**src/hw/adc_ctrl_defines.vh**
```
`ifndef ADC_CTRL_DEFINES_VH
`define ADC_CTRL_DEFINES_VH

// ==========================================================
// register byte addresses
`define ADDR_GAIN      12'h000
`define ADDR_POWER     12'h004
`define ADDR_OUTPUT    12'h008
`define ADDR_LVDS      12'h00C
`define ADDR_STATUS    12'h010
`define ADDR_SAMPLE    12'h014

// ==========================================================
// gain register fields
`define GAIN_COARSE_BIT   0
`define GAIN_FINE_LSB     4
`define GAIN_FINE_MAX     3'h6
// power register fields
`define PWR_STBY_BIT      0
`define PWR_OBUF_BIT      1
`define PWR_USE_REG_BIT   2
// output register fields
`define OUT_LVDS_BIT      0
`define OUT_USE_REG_BIT   1
`define OUT_CLKDLY_BIT    2
`define OUT_STRONG_BIT    3
`define OUT_TWOS_BIT      4
`define OUT_FMT_REG_BIT   5
// lvds register fields
`define LVDS_CUR_LSB      0
`define LVDS_DOUBLE_BIT   2
`define LVDS_DTERM_LSB    4
`define LVDS_CTERM_LSB    8

// ==========================================================
// reset values
`define RST_GAIN          32'h0000_0000
`define RST_POWER         32'h0000_0000
`define RST_OUTPUT        32'h0000_0000
`define RST_LVDS          32'h0000_0000

// ==========================================================
// power states
`define PS_NORMAL         2'h0
`define PS_STANDBY        2'h1
`define PS_OBUF_OFF       2'h2
`define PS_GLOBAL_PD      2'h3

// ==========================================================
// timing (clock period 8 ns)
`define CLK_PERIOD_NS     8
`define WAKE_SLOW_US      50
`define WAKE_LVDS_NS      500
`define WAKE_CMOS_NS      200
`define WAKE_SLOW_CYC     ((`WAKE_SLOW_US * 1000) / `CLK_PERIOD_NS)
`define WAKE_LVDS_CYC     (`WAKE_LVDS_NS / `CLK_PERIOD_NS)
`define WAKE_CMOS_CYC     (`WAKE_CMOS_NS / `CLK_PERIOD_NS)
// cycles of pin sync, reload and valid register before data shows
`define WAKE_MARGIN_CYC   5
// clock stop: sampling rate below 1 MSPS = 1000 ns without an edge
`define STOP_LIMIT_NS     1000
`define STOP_LIMIT_CYC    (`STOP_LIMIT_NS / `CLK_PERIOD_NS)
`define LATENCY_CYC       9

`endif

```
**src/hw/adc_output_and_power_control.v**
```verilog
`timescale 1ns/1ps
// How it works
// - coarse gain bit selects fixed 3.5 dB
// - fine gain field, 0 to 6 dB
// - reset leaves all gain at zero
// - two pins decode four power states
// - two register bits decode same states
// - global power down floats every output
// - global power down wake within 50 us
// - standby wakes within 50 us
// - driver off floats data; 500/200 ns wake
// - slow sampling clock enters clock-stop state
// - 14-bit word plus forwarded clock
// - format chosen by register or pin
// - cmos drives one pin per bit
// - delay bit shifts forwarded clock later
// - strength bit raises cmos drive
// - lvds: seven pairs, two bits each
// - even bits rising, odd bits falling
// - lvds current field, default 3.5 mA
// - doubling bit doubles lvds current
// - separate three-resistor termination selects
// - nine-cycle pipeline latency
// - two's complement or offset binary
`include "adc_ctrl_defines.vh"

module adc_output_and_power_control (
    // apb slave
    input wire pclk,
    input wire presetn,
    input wire psel,
    input wire penable,
    input wire pwrite,
    input wire [11:0] paddr,
    input wire [31:0] pwdata,
    output reg [31:0] prdata,
    output reg pready,
    output reg pslverr,
    // sampling clock and converted samples
    input wire sample_clk,
    input wire [13:0] sample_word,
    // parallel configuration pins
    input wire serial_data_pin,
    input wire pdn_pin,
    input wire serial_enable_pin,
    // data and clock outputs
    output reg [13:0] data_out,
    output reg [13:0] data_oe,
    output reg forwarded_output_clock,
    output reg forwarded_clock_true_leg,
    output reg clock_oe,
    output reg data_valid,
    // analog and driver controls
    output reg coarse_gain_en,
    output reg [2:0] fine_gain,
    output reg core_power_en,
    output reg ref_power_en,
    output reg output_clock_delay_bit,
    output reg strong_drive,
    output reg lvds_mode,
    output reg [1:0] lvds_current,
    output reg current_double,
    output reg [2:0] data_lane_resistor_select,
    output reg [2:0] clock_lane_resistor_select
);

    // ======================================================
    // configuration registers
    reg [31:0] gain_reg;
    reg [31:0] power_reg;
    reg [31:0] output_reg;
    reg [31:0] lvds_reg;

    // ======================================================
    // synchronisers for foreign inputs
    reg [2:0] sync1_reg; // first stage: pins
    reg [2:0] sync2_reg; // second stage
    reg sclk_s1_reg; // sampling clock first stage
    reg sclk_s2_reg; // sampling clock second stage
    reg sclk_s3_reg; // previous value for edges
    reg [13:0] word_s1_reg;
    reg [13:0] word_s2_reg;

    // two flops per foreign input; the third clock stage
    // feeds the edge detector and the delayed forwarded clock
    always @(posedge pclk or negedge presetn) begin
        if (!presetn) begin
            sync1_reg <= 3'h0;
            sync2_reg <= 3'h0;
            sclk_s1_reg <= 1'b0;
            sclk_s2_reg <= 1'b0;
            sclk_s3_reg <= 1'b0;
            word_s1_reg <= 14'h0000;
            word_s2_reg <= 14'h0000;
        end else begin
            sync1_reg <= {serial_enable_pin, serial_data_pin, pdn_pin};
            sync2_reg <= sync1_reg;
            sclk_s1_reg <= sample_clk;
            sclk_s2_reg <= sclk_s1_reg;
            sclk_s3_reg <= sclk_s2_reg;
            word_s1_reg <= sample_word;
            word_s2_reg <= word_s1_reg;
        end
    end

    // sampling clock edges
    wire rise = sclk_s2_reg & ~sclk_s3_reg;
    wire fall = ~sclk_s2_reg & sclk_s3_reg;

    // ======================================================
    // mode decode
    // override bits pick register fields over the pins
    // format pin chooses both interface and coding
    wire use_reg_pwr = power_reg[`PWR_USE_REG_BIT];
    // pin order: {first pin, second pin}
    wire [1:0] pin_state = {sync2_reg[1], sync2_reg[0]};
    wire [1:0] reg_state = {power_reg[`PWR_OBUF_BIT],
                            power_reg[`PWR_STBY_BIT]};
    wire [1:0] pstate = use_reg_pwr ? reg_state : pin_state;
    wire lvds_sel = output_reg[`OUT_USE_REG_BIT] ?
                    output_reg[`OUT_LVDS_BIT] : sync2_reg[2];
    wire twos_sel = output_reg[`OUT_FMT_REG_BIT] ?
                    output_reg[`OUT_TWOS_BIT] : sync2_reg[2];

    // ======================================================
    // clock stop detection
    reg [7:0] idle_cnt_reg;
    reg clk_stopped_reg;

    // counts pclk cycles since the last sampling rise; a gap
    // longer than the limit means the rate fell too low
    // starts stopped so no data is valid before a first rise
    always @(posedge pclk or negedge presetn) begin
        if (!presetn) begin
            idle_cnt_reg <= 8'h00;
            clk_stopped_reg <= 1'b1;
        end else if (rise) begin
            idle_cnt_reg <= 8'h00;
            clk_stopped_reg <= 1'b0;
        end else if (idle_cnt_reg >= `STOP_LIMIT_CYC) begin
            clk_stopped_reg <= 1'b1;
        end else begin
            idle_cnt_reg <= idle_cnt_reg + 8'h01;
        end
    end

    // ======================================================
    // wake-up timer
    reg [1:0] pstate_reg;
    reg stopped_prev_reg;
    reg [13:0] wake_cnt_reg;
    // reload values trimmed by the pin sync, reload and valid
    // register cycles so valid data is never late
    localparam [31:0] slow_load = `WAKE_SLOW_CYC - `WAKE_MARGIN_CYC;
    localparam [31:0] lvds_load = `WAKE_LVDS_CYC - `WAKE_MARGIN_CYC;
    localparam [31:0] cmos_load = `WAKE_CMOS_CYC - `WAKE_MARGIN_CYC;

    // any low-power state reloads the count; it runs down
    // only in normal mode with the sampling clock alive
    always @(posedge pclk or negedge presetn) begin
        if (!presetn) begin
            pstate_reg <= `PS_NORMAL;
            stopped_prev_reg <= 1'b1;
            wake_cnt_reg <= slow_load[13:0];
        end else begin
            pstate_reg <= pstate;
            stopped_prev_reg <= clk_stopped_reg;
            if (pstate != `PS_NORMAL || clk_stopped_reg) begin
                wake_cnt_reg <= slow_load[13:0];
            end else if (pstate_reg == `PS_OBUF_OFF) begin
                // driver-off exit: short wake, by output format
                wake_cnt_reg <= lvds_sel ? lvds_load[13:0] :
                                cmos_load[13:0];
            end else if (pstate_reg != `PS_NORMAL || stopped_prev_reg) begin
                wake_cnt_reg <= slow_load[13:0];
            end else if (wake_cnt_reg != 14'h0000) begin
                wake_cnt_reg <= wake_cnt_reg - 14'h0001;
            end
        end
    end

    // ======================================================
    // conversion pipeline, one stage per sampling rise
    // latency is counted in sampling rises, not pclk cycles
    reg [13:0] pipe_reg [0:`LATENCY_CYC-1];
    genvar g;
    generate
        for (g = 0; g < `LATENCY_CYC; g = g + 1) begin : stage
            wire [13:0] stage_in; // what this stage takes on a rise
            if (g == 0) begin : head
                // first stage takes the synchronised sample
                assign stage_in = word_s2_reg;
            end else begin : tail
                // later stages shift the word one step on
                assign stage_in = pipe_reg[g-1];
            end
            always @(posedge pclk or negedge presetn) begin
                if (!presetn) begin
                    pipe_reg[g] <= 14'h0000;
                end else if (rise) begin
                    pipe_reg[g] <= stage_in;
                end
            end
        end
    endgenerate

    // coded word: offset binary flips msb for two's complement
    wire [13:0] out_word = pipe_reg[`LATENCY_CYC-1] ^
                           {twos_sel, 13'h0000};
    // ddr lane words: even lanes from the fresh word at the
    // rise, odd lanes from the word held at that rise
    reg [13:0] hold_word_reg;
    wire [6:0] even_bits; // lanes for the rising half
    wire [6:0] odd_bits; // lanes for the falling half
    generate
        for (g = 0; g < 7; g = g + 1) begin : lane
            assign even_bits[g] = out_word[2*g];
            assign odd_bits[g] = hold_word_reg[2*g+1];
        end
    endgenerate

    // ======================================================
    // output drive
    // data and forwarded clock leave on one pclk edge unless the
    // delay bit holds the clock one edge later; the receiver ages the clock edge before it captures
    always @(posedge pclk or negedge presetn) begin
        if (!presetn) begin
            hold_word_reg <= 14'h0000;
            data_out <= 14'h0000;
            data_oe <= 14'h0000;
            forwarded_output_clock <= 1'b0;
            forwarded_clock_true_leg <= 1'b0;
            clock_oe <= 1'b0;
            data_valid <= 1'b0;
        end else begin
            // global power down floats all, driver off floats data
            data_oe <= (pstate == `PS_NORMAL || pstate == `PS_STANDBY) ?
                       (lvds_sel ? 14'h007F : 14'h3FFF) : 14'h0000;
            clock_oe <= (pstate != `PS_GLOBAL_PD);
            data_valid <= (pstate == `PS_NORMAL) && !clk_stopped_reg &&
                          (wake_cnt_reg == 14'h0000);
            // clock follows sampling clock, one tick later with the delay bit
            forwarded_output_clock <= output_reg[`OUT_CLKDLY_BIT] ?
                                      sclk_s3_reg : sclk_s2_reg;
            forwarded_clock_true_leg <= output_reg[`OUT_CLKDLY_BIT] ?
                                        sclk_s3_reg : sclk_s2_reg;
            if (rise) begin
                hold_word_reg <= out_word;
            end
            if (!lvds_sel) begin
                if (rise) begin
                    data_out <= out_word;
                end
            end else if (rise) begin
                // rising half carries the even bits
                data_out <= {7'h00, even_bits};
            end else if (fall) begin
                // falling half carries the odd bits
                data_out <= {7'h00, odd_bits};
            end
        end
    end

    // ======================================================
    // static controls
    // registered copies of the fields and the decoded state
    // analog side sees only settled flop outputs
    always @(posedge pclk or negedge presetn) begin
        if (!presetn) begin
            coarse_gain_en <= 1'b0;
            fine_gain <= 3'h0;
            core_power_en <= 1'b0;
            ref_power_en <= 1'b0;
            output_clock_delay_bit <= 1'b0;
            strong_drive <= 1'b0;
            lvds_mode <= 1'b0;
            lvds_current <= 2'h0;
            current_double <= 1'b0;
            data_lane_resistor_select <= 3'h0;
            clock_lane_resistor_select <= 3'h0;
        end else begin
            coarse_gain_en <= gain_reg[`GAIN_COARSE_BIT];
            fine_gain <= gain_reg[`GAIN_FINE_LSB+2:`GAIN_FINE_LSB];
            core_power_en <= (pstate == `PS_NORMAL ||
                              pstate == `PS_OBUF_OFF) &&
                             !clk_stopped_reg;
            ref_power_en <= (pstate != `PS_GLOBAL_PD);
            output_clock_delay_bit <= output_reg[`OUT_CLKDLY_BIT];
            strong_drive <= output_reg[`OUT_STRONG_BIT];
            lvds_mode <= lvds_sel;
            lvds_current <= lvds_reg[`LVDS_CUR_LSB+1:`LVDS_CUR_LSB];
            current_double <= lvds_reg[`LVDS_DOUBLE_BIT];
            data_lane_resistor_select <=
                lvds_reg[`LVDS_DTERM_LSB+2:`LVDS_DTERM_LSB];
            clock_lane_resistor_select <=
                lvds_reg[`LVDS_CTERM_LSB+2:`LVDS_CTERM_LSB];
        end
    end

    // ======================================================
    // apb register access, zero wait states
    // pready follows the setup cycle, so the access phase
    // always lasts exactly one cycle
    wire setup = psel && !penable;
    wire wr = psel && penable && pwrite && pready;
    wire mapped = (paddr == `ADDR_GAIN) || (paddr == `ADDR_POWER) ||
                  (paddr == `ADDR_OUTPUT) || (paddr == `ADDR_LVDS) ||
                  (paddr == `ADDR_STATUS) || (paddr == `ADDR_SAMPLE);

    // writes land at the access edge; status, sample and
    // unmapped offsets leave every register as it was
    always @(posedge pclk or negedge presetn) begin
        if (!presetn) begin
            gain_reg <= `RST_GAIN;
            power_reg <= `RST_POWER;
            output_reg <= `RST_OUTPUT;
            lvds_reg <= `RST_LVDS;
        end else if (wr) begin
            case (paddr)
                `ADDR_GAIN: begin
                    // fine values above 6 dB clamp to 6 dB
                    gain_reg <= {25'h0,
                        (pwdata[6:4] > `GAIN_FINE_MAX) ?
                        `GAIN_FINE_MAX : pwdata[6:4],
                        3'h0, pwdata[0]};
                end
                `ADDR_POWER: begin
                    power_reg <= {29'h0, pwdata[2:0]};
                end
                `ADDR_OUTPUT: begin
                    output_reg <= {26'h0, pwdata[5:0]};
                end
                `ADDR_LVDS: begin
                    lvds_reg <= {21'h0, pwdata[10:8], 1'b0,
                                 pwdata[6:4], 1'b0, pwdata[2:0]};
                end
                default: begin
                    gain_reg <= gain_reg; // read-only or unmapped
                end
            endcase
        end
    end

    // ready in access phase, read data set up on setup cycle
    // unmapped offsets answer with an error and zero data
    // prdata holds until the next setup cycle
    always @(posedge pclk or negedge presetn) begin
        if (!presetn) begin
            pready <= 1'b0;
            pslverr <= 1'b0;
            prdata <= 32'h0000_0000;
        end else begin
            pready <= setup;
            pslverr <= setup && !mapped;
            if (setup) begin
                case (paddr)
                    `ADDR_GAIN: prdata <= gain_reg;
                    `ADDR_POWER: prdata <= power_reg;
                    `ADDR_OUTPUT: prdata <= output_reg;
                    `ADDR_LVDS: prdata <= lvds_reg;
                    `ADDR_STATUS: prdata <= {25'h0, lvds_sel,
                        clk_stopped_reg, data_valid, 2'h0, pstate};
                    `ADDR_SAMPLE: prdata <= {18'h0, out_word};
                    default: prdata <= 32'h0000_0000;
                endcase
            end
        end
    end

endmodule

```
**config.mk**
```make
export PLATFORM = sky130hd
export DESIGN_NAME = adc_output_and_power_control
export DESIGN_NICKNAME = d
export VERILOG_FILES = /design/src/hw/adc_output_and_power_control.v
export VERILOG_INCLUDE_DIRS = /design/src /design/src/hw
export SDC_FILE = /design/constraint.sdc
export NUM_CORES = 1
export LEC_CHECK = 0
export ABC_AREA = 1
export ABC_CLOCK_PERIOD_IN_PS = 4690
export BUFFER_PORTS_ARGS = -buffer_cell sky130_fd_sc_hd__buf_2
export CORE_ASPECT_RATIO = 0.6
export CORE_UTILIZATION = 61
export CTS_CLUSTER_SIZE = 24
export DETAILED_ROUTE_END_ITERATION = 8
export GPL_TIMING_DRIVEN = 0
export PLACE_DENSITY_LB_ADDON = 0.25
export SYNTH_ARGS = -nofsm -noshare
export SYNTH_HDL_FRONTEND = slang
export SYNTH_SLANG_ARGS = --single-unit
```
**constraint.sdc**
```tcl
create_clock -name pclk -period 4.69 [get_ports pclk]
set_input_delay 0.7035 -clock pclk [delete_from_list [all_inputs] [get_ports pclk]]
set_output_delay 0.7035 -clock pclk [all_outputs]
set_load 0.03 [all_outputs]
```
==> results of run 1 <==
critical path, stage by stage (launching register included):
cell      delay [ns]
dfrtp_1         0.37
inv_1           0.08
ha_1            0.13
buf_2           0.26
clkbuf_1        0.46
clkbuf_1        0.52
nand2_1         0.23
nand2_1         0.11
power by group through the flow:
stage	Combinational (uW)	Sequential, uW	Clock [uW]
3_3_place_gp	593	2790	0
4_1_cts	633	2760	2170
2_1_floorplan	355	2810	0
3_5_place_dp	626	2790	0
6_report	630	2760	2150
5_1_grt	714	2790	2260
layer usage:
| layer | up-vias | routed length, um | global-route usage |
|---|---|---|---|
| met2 | 346 | 9950 | 0.383 |
| met3 | 37 | 2050 | 0.0702 |
| met1 | 4076 | 12000 | 0.455 |
| li1 | 3881 | - | - |
| met5 | - | 0 | 0 |
| met4 | 0 | 377 | 0.0569 |
through the flow:
stage	hold slack [ns]	setup TNS, ns
CTS	0.170	0
detailed placement	0.336	0
global route	0.202	0
global placement	0.332	-479.37
floorplan	0.331	0
finish	0.147	0
worst paths after layout:
kind,from,end,cells past startpoint
worst max-delay path,sclk_s3_reg$_DFF_PN0_,pipe_reg[0]$_DFFE_PN0P_,7
worst min-delay path,presetn,stage[0].stage_in[13]$_DFF_PN0_,1
worst max register to register,sclk_s3_reg$_DFF_PN0_,pipe_reg[0]$_DFFE_PN0P_,7
worst min register to register,word_s1_reg[10]$_DFF_PN0_,stage[0].stage_in[10]$_DFF_PN0_,0
max in group asynchronous,presetn,stage[4].stage_in[3]$_DFFE_PN0P_,3
min in group pclk,sample_clk,sclk_s1_reg$_DFF_PN0_,1
kinds of logic (layout without fill, tap and decap cells):
family                   after synthesis  count (layout)
other                                  1              18
AO/OA/AOI/OAI                        125             125
buffers and inverters                158             314
XOR/XNOR                               5               5
multiplexers                           5               5
AND/OR/NAND/NOR                      578             578
adder cells (fa/ha/maj)                5               5
flip-flops                           270             270
final cells by class:
class                           instances  area (um2)
Clock buffer                           31         657
Buffer                                 74         432
Fill cell                            1270        4610
Timing Repair Buffer                  112         616
Tap cell                              234         293
Multi-Input combinational cell        736        3280
Sequential cell                       270        6770
Inverter                               84         320
Clock inverter                         13         209
cell usage in the layout (no fill, tap or decap), types with 2 or more instances in the layout:
master      count
nor2_2          3
mux2_2          4
ha_1            5
clkbuf_16      24
nor2_4          3
clkinvlp_4      3
nor3_1          5
buf_2         127
conb_1         18
clkinv_2        4
dfrtp_1       262
nand2_2         2
buf_4          33
buf_16          2
o221ai_1        4
dfstp_2         8
o21ai_1         2
a31oi_1         8
o21ai_0        95
nand4_1        17
nor2_1         54
clkbuf_8        3
clkinv_1        3
inv_1          78
nand3b_1        3
a21oi_1        12
nand2_4         3
nand3_1        49
bufinv_16       5
nand2_1       436
clkbuf_1       26
xor2_1          4
inv_2           2
==> summary.md, run 1 <==
| Metric | Value |
|---|---|
| Share of cells above drive strength 1 | 0.178 |
| Cells after DPL | ~1.5k |
| Vias in the first global route | between 7k and 8k |
| Simple-gate share of the synthesized area | 0.220 |
| Clock skew | ~0.021 ns |
| Sequential area share after synthesis | 0.631 |
| Endpoints failing hold | 0 |
| Core area | approximately 0.017 mm2 |
| Worst-margin pin slew | just over 0.7 ns |
| Max Cap Violations | 0 |
| Initial antenna violation count | 0 |
| Clock transition at path regs | roughly 0.070 ns |
| N_diodes | 0 |
| Fin. max-slew vios | 0 |
| Status | finished, final reports clean |
| H-Tree Depth | 1 |
| CTS Buf Count | 24 |
| F_max | between 400 and 500 MHz |
| Area growth from synthesis to layout | 17.1% |
| Worst Path Max Fanout | 10 |
| Post-CTS Resized | 0 |
| Fin area | approximately 0.013 mm2 |
| Pre-Repair DR Iteration Count | 5 |
| Worst EP arrival | between 2 and 3 ns |
| Flop2flop setup slack | 2.45 ns |
| Power share of the combinational group | 0.114 |
| RSZ-0062 raised after global routing | false |
| WP data required | a little over 5 ns |
| Iter 0 DRT Violations | slightly above 700 |
| Cell internal pwr | 4070 uW |
| Via/cell ratio | around 5.4 |
| Largest register FFs | 126 |
| Row Count | 37 |
| Die Ht | approximately 100 um |
| Pleak | about 0.0066 uW |
| Clk Latency, worst-skew pair | approximately 0.53 ns |
| CTS tree | yes |
| Finished Layout Cells | ~1.6k |
| Finish-stage setup viols | 0 |
| First-pass GRT wire length | roughly 40000 um |
| Power per Cell Area | 441 mW/mm2 |
| Hold buffers post-CTS | 0 |
| FF+latch count, synth | 270 |
| Crit start category | flip-flop |
| Post-DP HPWL | 17100 um |
| Fin crit period | around 2.2 ns |
| Post-CTS setup buffers | 0 |
| Aggregate global-route resource usage | 0.281 |
| Dpl cell area | around 0.012 mm2 |
| CP Capture Type | flip-flop |
| Port Buf Inserts | 110 |
| Power share of the clock group | 0.388 |
| Post-Place Setup Slack | around 2.3 ns |
| Top-count cell post-synth | nand2_1 |
| Clock root buffer | clkbuf_16 |
| Post-Route Utilization | 0.732 |
| Synth Flop Type | dfrtp_1 |
| Synth Area in Compound Gates | 0.0634 |
| Top cell types by occurrence after synthesis | nand2_1, dfrtp_1, o21ai_0, inv_1, nor2_1 |
| GR Overflow Total | 0 |
| Largest net degree at the start of global routing | 102 |
| NumNets Final | ~1.4k |
| Combinational family with the most area after synthesis | simple AND/OR/NAND/NOR gates |
| Mapped Area | between 0.01 and 0.015 mm2 |
| Routed Antenna Nets | 0 |
| Num ports | between 150 and 200 |
| Gate Count Post-Synth | 1147 |
| Clock buffer depth | 3 |
| Die area | 0.0181 mm2 |
| Switching power | roughly 1500 uW |
| Yosys top cell area share | 0.611 |
| Synth warnings | 0 |
| Post-synthesis adder-cell area fraction | 0.00583 |
| Placer Congestion | about 0.92 |
| Pwr Total | ~5500 uW |
| Multiplexer share of the synthesized area | 0.00513 |
| Worst Slack Setup Final | ~2.4 ns |
| Number of synthesized flops with an enable pin | 0 |
| Net Sw Frac | 0.265 |
| CTS sink cnt | 270 |
| Yosys cell types | 38 |
| Min-delay worst type | input port to async pin |
| Leading area contributor after synthesis | dfrtp_1 |
| Final period util | 0.479 |
| Top cells by area, synth | dfrtp_1, nand2_1, o21ai_0 |
| Average wire per standard cell | approximately 16 um |
| Starting Density | 0.625 |
| Total Wirelength | approximately 24000 um |
| Worst vdd ir | ~0.33 mV |
| Share of flip-flops with an asynchronous set or reset | 1.00 |
| Critical path class | flip-flop to flip-flop |
| Part of the power in registers | 0.498 |
| Vias | 8340 |
| Synth Area per Inst | just over 9 um2 |
| Drc violations | 0 |
| Die width | 173 um |
| Synth Area in XOR/XNOR | 0.00408 |
| Slew HR | 0.524 |
(Power assumes the default switching activity.)
==> inputs of run 2 (changes only) <==
--- a/config.mk
+++ b/config.mk
@@ -6,11 +6,11 @@
 export SDC_FILE = /design/constraint.sdc
 export NUM_CORES = 1
 export LEC_CHECK = 0
-export ABC_AREA = 1
-export ABC_CLOCK_PERIOD_IN_PS = 4690
+export ABC_AREA = 0
+export ABC_CLOCK_PERIOD_IN_PS = 2350
 export BUFFER_PORTS_ARGS = -buffer_cell sky130_fd_sc_hd__buf_2
 export CORE_ASPECT_RATIO = 0.6
-export CORE_UTILIZATION = 61
+export CORE_UTILIZATION = 57
 export CTS_CLUSTER_SIZE = 24
 export DETAILED_ROUTE_END_ITERATION = 8
 export GPL_TIMING_DRIVEN = 0
==> constraint.sdc (replaced) <==
create_clock -name pclk -period 2.35 [get_ports pclk]
set_input_delay 0.3525 -clock pclk [delete_from_list [all_inputs] [get_ports pclk]]
set_output_delay 0.3525 -clock pclk [all_outputs]
set_load 0.03 [all_outputs]
==> summary.md, run 2 <==
| Metric | Value |
|---|---|
| Status | finished, final reports clean (unchanged) |
| WP data required | 2.77 ns (was 5.14 ns) |
| Aggregate global-route resource usage | 0.237 (was 0.281) |
| Via/cell ratio | 5.56 (was 5.37) |
| Area occupied by multi-input gates | 0.00352 mm2 (was 0.00328 mm2) |
| Yosys cell types | 58 (was 38) |
| Placer Congestion | 0.868 (was 0.919) |
| Iter 0 DRT Violations | 557 (was 720) |
| Top cell types by occurrence after synthesis | dfrtp_1, mux2_2, nand2_1, buf_4, nor2_1 (was nand2_1, dfrtp_1, o21ai_0, inv_1, nor2_1) |
| Gate Count Post-Synth | 771 (was 1147) |
| CTS Buf Count | 24 (unchanged) |
| Fin. max-slew vios | 0 (unchanged) |
| Register Area | 0.00677 mm2 (unchanged) |
| Top cells by area, synth | dfrtp_1, mux2_2, buf_4 (was dfrtp_1, nand2_1, o21ai_0) |
| Sequential area share after synthesis | 0.636 (was 0.631) |
| Synth Area per Inst | 13.8 um2 (was 9.36 um2) |
| Die Ht | 108 um (was 105 um) |
| Fin area | 0.0127 mm2 (was 0.0126 mm2) |
| CP Capture Type | flip-flop (unchanged) |
| Initial antenna violation count | 0 (unchanged) |
| Max Cap Violations | 0 (unchanged) |
| Largest net degree at the start of global routing | 120 (was 102) |
| Clk Latency, worst-skew pair | 0.53 ns (about the same) |
| Crit start category | flip-flop (unchanged) |
| Finish-stage setup viols | 0 (unchanged) |
| Area growth from synthesis to layout | 19.1% (was 17.1%) |
| Post-DP HPWL | 14500 um (was 17100 um) |
| Die area | 0.0192 mm2 (was 0.0181 mm2) |
| First-pass GRT wire length | 35100 um (was 40300 um) |
| Fin crit period | 2.21 ns (was 2.24 ns) |
| Number of synthesized flops with an enable pin | 0 (unchanged) |
| Final period util | 0.939 (was 0.479) |
| Core area | 0.0182 mm2 (was 0.0172 mm2) |
| N_diodes | 0 (unchanged) |
| Vias | 6671 (was 8340) |
| Num ports | 151 (unchanged) |
| Most frequent cells in the layout | dfrtp_1, mux2_2, buf_2 (was nand2_1, dfrtp_1, buf_2) |
| Largest register FFs | 126 (unchanged) |
| Finished Layout Cells | 1200 (was 1554) |
| Power per Cell Area | 988 mW/mm2 (was 441 mW/mm2) |
| Slew HR | 0.539 (was 0.524) |
| H-Tree Depth | 1 (unchanged) |
| Average wire per standard cell | 17.9 um (was 15.7 um) |
| Pleak | 0.00593 uW (was 0.00664 uW) |
| Min-delay worst type | input port to flip-flop (was input port to async pin) |
| Endpoints failing hold | 0 (unchanged) |
| CTS tree | yes (unchanged) |
| Worst Path Max Fanout | 10 (unchanged) |
| Clock root buffer | clkbuf_16 (unchanged) |
| Worst-margin pin slew | 0.692 ns (was 0.712 ns) |
| GR Overflow Total | 0 (unchanged) |
| Most common cell after layout, fill and taps aside | dfrtp_1 (was nand2_1) |
| FF+latch count, synth | 270 (unchanged) |
| Vias in the first global route | 6484 (was 7861) |
| Row Count | 38 (was 37) |
| Starting Density | 0.586 (was 0.625) |
| Share of flip-flops with an asynchronous set or reset | 1.00 (unchanged) |
| Clock buffer depth | 3 (unchanged) |
| Clock skew | 0.0285 ns (was 0.0210 ns) |
| Synth warnings | 0 (unchanged) |
| Dpl cell area | 0.0116 mm2 (was 0.0117 mm2) |
| Die width | 178 um (was 173 um) |
| Total Wirelength | 21500 um (was 24400 um) |
| Cells after DPL | 1138 (was 1510) |
| Yosys top cell area share | 0.616 (was 0.611) |
| Drc violations | 0 (unchanged) |
| Routed Antenna Nets | 0 (unchanged) |
| Critical path class | flip-flop to flip-flop (unchanged) |
| Mapped Area | 0.0106 mm2 (was 0.0107 mm2) |
| Worst Slack Setup Final | 0.144 ns (was 2.45 ns) |
| CTS sink cnt | 270 (unchanged) |
| Pre-Repair DR Iteration Count | 5 (unchanged) |
| Filler Cells Inserted | 1311 (was 1270) |
| Share of cells above drive strength 1 | 0.395 (was 0.178) |
| Final setup TNS | 0 ns (unchanged) |
| Post-Place Setup Slack | -0.608 ns (was 2.29 ns) |
| Worst EP arrival | 2.63 ns (was 2.70 ns) |
| Port Buf Inserts | 108 (was 110) |
| Synth Flop Type | dfrtp_1 (unchanged) |
| Clock transition at path regs | 0.07 ns (about the same) |
| Worst vdd ir | 0.554 mV (was 0.329 mV) |
| Leading area contributor after synthesis | dfrtp_1 (unchanged) |
| Top-count cell post-synth | dfrtp_1 (was nand2_1) |
| F_max | 453 MHz (was 446 MHz) |
| NumNets Final | 1015 (was 1374) |
[run 2: logic make-up (layout without fill, tap and decap cells)]
| group | after synthesis | after routing | synth area share |
|---|---|---|---|
| mux | 175 | 175 | 0.185 |
| fa+ha+maj | 5 | 5 | 0.00588 |
| other cells | 1 | 18 | 0.000352 |
| buf+inv | 80 | 252 | 0.0417 |
| flops | 270 | 270 | 0.636 |
| compound gates | 87 | 87 | 0.0529 |
| simple gates | 146 | 146 | 0.0727 |
| xor+xnor | 7 | 7 | 0.00576 |
[run 2: cell type report]
class                           instances  share of cell area
Buffer                                 64              0.0316
Clock buffer                           34              0.0551
Clock inverter                          9              0.0106
Inverter                               15             0.00444
Multi-Input combinational cell        438               0.277
Sequential cell                       270               0.534
Tap cell                              240              0.0237
Timing Repair Buffer                  130              0.0634
[run 2: report_power, final]
group	total [uW]	internal, uW	switching (uW)
clock	4070	2400	1660
combinational	1980	1040	942
sequential	6470	5740	734
total	12500	9180	3340
[run 2: stage by stage]
step                utilization  total power [uW]  hold WS, ns
global route              0.698             13200       0.0561
floorplan                     -              7710       0.0569
finish                    0.698             12500       0.0679
detailed placement        0.639              8460        0.296
CTS                       0.697             12600       0.0506
global placement          0.636              8350        0.334
[run 2: final timing paths]
path / end / cells past startpoint / startpoint / slack [ns]
worst min-delay path: lvds_reg[9]$_DFFE_PN0P_ / 2 / pwdata[9] / 0.07
worst max-delay path: hold_word_reg[13]$_DFFE_PN0P_ / 6 / sclk_s3_reg$_DFF_PN0_ / 0.14
worst min register to register: stage[0].stage_in[5]$_DFF_PN0_ / 0 / word_s1_reg[5]$_DFF_PN0_ / 0.35
max in group asynchronous: clk_stopped_reg$_DFFE_PN1P_ / 4 / presetn / 0.65
min in group asynchronous: wake_cnt_reg[13]$_DFFE_PN0P_ / 2 / presetn / 0.34
worst max register to register: hold_word_reg[13]$_DFFE_PN0P_ / 6 / sclk_s3_reg$_DFF_PN0_ / 0.14
[run 2: repair_timing]
action / 4_1_cts / 5_1_grt
resized for setup: 7 / 14
hold buffers: 19 / 0
pin swaps: 0 / 1
endpoints found under the hold margin: 73 / 0
buffers inserted: 0 / 1
setup endpoints to repair: 39 / 90
[run 2: routing by layer]
metal / wire length [um] / vias to the layer above / GRT usage / share of wire
met3: 1680 / 29 / 0.0597 / 0.078
met4: 312 / 0 / 0.0478 / 0.015
li1: - / 3023 / - / -
met2: 9000 / 212 / 0.328 / 0.42
met5: 0 / - / 0 / 0
met1: 10500 / 3407 / 0.376 / 0.49
[run 2: worst max-delay path: stages (launching register included)]
cell and delay [ns]:
dfrtp_1 0.42, inv_1 0.07, ha_1 0.13, clkbuf_1 0.25, clkbuf_2 0.39, clkbuf_1 0.55, mux2i_1 0.28
==> inputs of run 3 (changes only) <==
--- a/config.mk
+++ b/config.mk
@@ -13,7 +13,6 @@
 export CORE_UTILIZATION = 57
 export CTS_CLUSTER_SIZE = 24
 export DETAILED_ROUTE_END_ITERATION = 8
-export GPL_TIMING_DRIVEN = 0
 export PLACE_DENSITY_LB_ADDON = 0.25
 export SYNTH_ARGS = -nofsm -noshare
 export SYNTH_HDL_FRONTEND = slang
==> summary.md, run 3 (synthesis results as in run 2) <==
| Metric | Value |
|---|---|
| Fin crit period | 2.11 ns (was 2.21 ns) |
| Total Wirelength | 21000 um (was 21500 um) |
| Largest register FFs | 126 (unchanged) |
| Most frequent cells in the layout | dfrtp_1, mux2_2, buf_2 (unchanged) |
| H-Tree Depth | 1 (unchanged) |
| Worst-margin pin slew | 0.567 ns (was 0.692 ns) |
| Die area | 0.0192 mm2 (unchanged) |
| Slew HR | 0.622 (was 0.539) |
| Clock skew | 0.0111 ns (was 0.0285 ns) |
| WP data required | 2.76 ns (was 2.77 ns) |
| Endpoints failing hold | 0 (unchanged) |
| Most common cell after layout, fill and taps aside | dfrtp_1 (unchanged) |
| Worst Path Max Fanout | 4 (was 10) |
| NumNets Final | 976 (was 1015) |
| Worst EP arrival | 2.52 ns (was 2.63 ns) |
| Final period util | 0.897 (was 0.939) |
| Critical path class | flip-flop to flip-flop (unchanged) |
| Hold path cells | 2 (unchanged) |
| CTS sink cnt | 270 (unchanged) |
| Final setup TNS | 0 ns (unchanged) |
| Reg2reg start | wake_cnt_reg[4]$_DFFE_PN0P_ (was sclk_s3_reg$_DFF_PN0_) |
| Num ports | 151 (unchanged) |
| Finish-stage setup viols | 0 (unchanged) |
| Crit start category | flip-flop (unchanged) |
| Power per Cell Area | 980 mW/mm2 (was 988 mW/mm2) |
| Hold_sp | pwdata[9] (unchanged) |
| Flop2flop setup slack | 0.24 ns (was 0.14 ns) |
| Worst vdd ir | 0.548 mV (was 0.554 mV) |
| Pre-Repair DR Iteration Count | 5 (unchanged) |
| RSZ-0062 raised after global routing | false |
| Pwr Total | 12100 uW (was 12500 uW) |
| Fin. max-slew vios | 0 (unchanged) |
| CTS Buf Count | 24 (unchanged) |
| Starting Density | 0.586 (unchanged) |
| Clk Latency, worst-skew pair | 0.51 ns (was 0.53 ns) |
| F_max | 475 MHz (was 453 MHz) |
| Worst Slack Setup Final | 0.243 ns (was 0.144 ns) |
| Cells after DPL | 1098 (was 1138) |
| CTS tree | yes (unchanged) |
| Core area | 0.0182 mm2 (unchanged) |
| Min-delay worst type | input port to flip-flop (unchanged) |
| Via/cell ratio | 5.62 (was 5.56) |
| Clock buffer depth | 3 (unchanged) |
| Die Ht | 108 um (unchanged) |
| Drc violations | 0 (unchanged) |
| Clock root buffer | clkbuf_16 (unchanged) |
| Share of cells above drive strength 1 | 0.381 (was 0.395) |
| Post-DP HPWL | 14000 um (was 14500 um) |
| Placer Congestion | 0.841 (was 0.868) |
| Vias in the first global route | 6595 (was 6484) |
| Largest net degree at the start of global routing | 74 (was 120) |
| Average wire per standard cell | 18.1 um (was 17.9 um) |
| R2R Path End | wake_cnt_reg[12]$_DFFE_PN1P_ (was hold_word_reg[13]$_DFFE_PN0P_) |
| Iter 0 DRT Violations | 529 (was 557) |
| Aggregate global-route resource usage | 0.229 (was 0.237) |
| Clock transition at path regs | 0.07 ns (about the same) |
| Max Cap Violations | 0 (unchanged) |
| Post-Place Setup Slack | -0.0796 ns (was -0.608 ns) |
| Die width | 178 um (unchanged) |
| Area growth from synthesis to layout | 16.4% (was 19.1%) |
| Vias | 6526 (was 6671) |
| Worst reg2reg path depth | 4 (was 6) |
| Status | finished, final reports clean (unchanged) |
| Port Buf Inserts | 110 (was 108) |
| N_diodes | 0 (unchanged) |
| First-pass GRT wire length | 34300 um (was 35100 um) |
| Post-CTS Resized | 0 (was 7) |
| CP Capture Type | flip-flop (unchanged) |
| Pleak | 0.00574 uW (was 0.00593 uW) |
| Finished Layout Cells | 1161 (was 1200) |
| Hold worst-path end | lvds_reg[9]$_DFFE_PN0P_ (unchanged) |
| Initial antenna violation count | 0 (unchanged) |
| GR Overflow Total | 0 (unchanged) |
| Routed Antenna Nets | 0 (unchanged) |
| Row Count | 38 (unchanged) |
==> run 3: cell count changes in the layout (fill, tap and decap cells not counted), sizes merged <==
cell    change
clkbuf     -20
buf        -16
bufinv      -3
==> run 3: how the worst max path moves through the flow <==
stage,from,slack (ns),endpoint,cells after the start
global placement,paddr[11],-0.004,lvds_reg[9]$_DFFE_PN0P_,7
floorplan,paddr[4],0.03,gain_reg[0]$_DFFE_PN0P_,7
finish,wake_cnt_reg[4]$_DFFE_PN0P_,0.24,wake_cnt_reg[12]$_DFFE_PN1P_,4
global route,wake_cnt_reg[4]$_DFFE_PN0P_,0.14,wake_cnt_reg[12]$_DFFE_PN1P_,4
CTS,wake_cnt_reg[1]$_DFFE_PN0P_,0.20,wake_cnt_reg[3]$_DFFE_PN0P_,6
detailed placement,paddr[11],-0.08,lvds_reg[10]$_DFFE_PN0P_,7
==> run 3: worst max-delay path: stages (launching register included) <==
cell	delay, ns
dfrtp_1	0.41
or4_1	0.59
or2_2	0.35
o41ai_1	0.48
a22oi_1	0.18
==> run 3: repair_timing <==
| action | in CTS | in global routing |
|---|---|---|
| endpoints found under the hold margin | 79 | 0 |
| buffers inserted | 0 | 1 |
| endpoints found under the setup margin | 0 | 2 |
| hold buffers | 19 | 0 |
==> run 3: per-stage QoR <==
step	hold WS (ns)	instance area (um2)	util
6_report	0.0764	12400	0.682
5_1_grt	0.0626	12400	0.682
4_1_cts	0.0610	12400	0.681
3_5_place_dp	0.336	11400	0.629
3_3_place_gp	0.333	11400	0.629
2_1_floorplan	0.0569	10700	-
==> run 3: area by class of cell <==
| cell class | instances | area [um2] |
|---|---|---|
| clock inverter | 6 | 32.5 |
| tap | 240 | 300 |
| multi-input combinational | 438 | 3510 |
| fill | 1285 | 5780 |
| timing repair buffer | 155 | 996 |
| clock buffer | 37 | 721 |
| inverter | 15 | 56.3 |
| sequential | 270 | 6770 |
==> run 3: power by group <==
group          internal (uW)  switching (uW)
Sequential              5740             717
Combinational           1020             911
Clock                   2110            1640
Total                   8860            3270
==> run 3: layer usage <==
layer / wire length (um) / track usage
met5: 0 / 0
met4: 366 / 0.0563
met3: 1380 / 0.0406
met2: 9510 / 0.348
met1: 9710 / 0.344
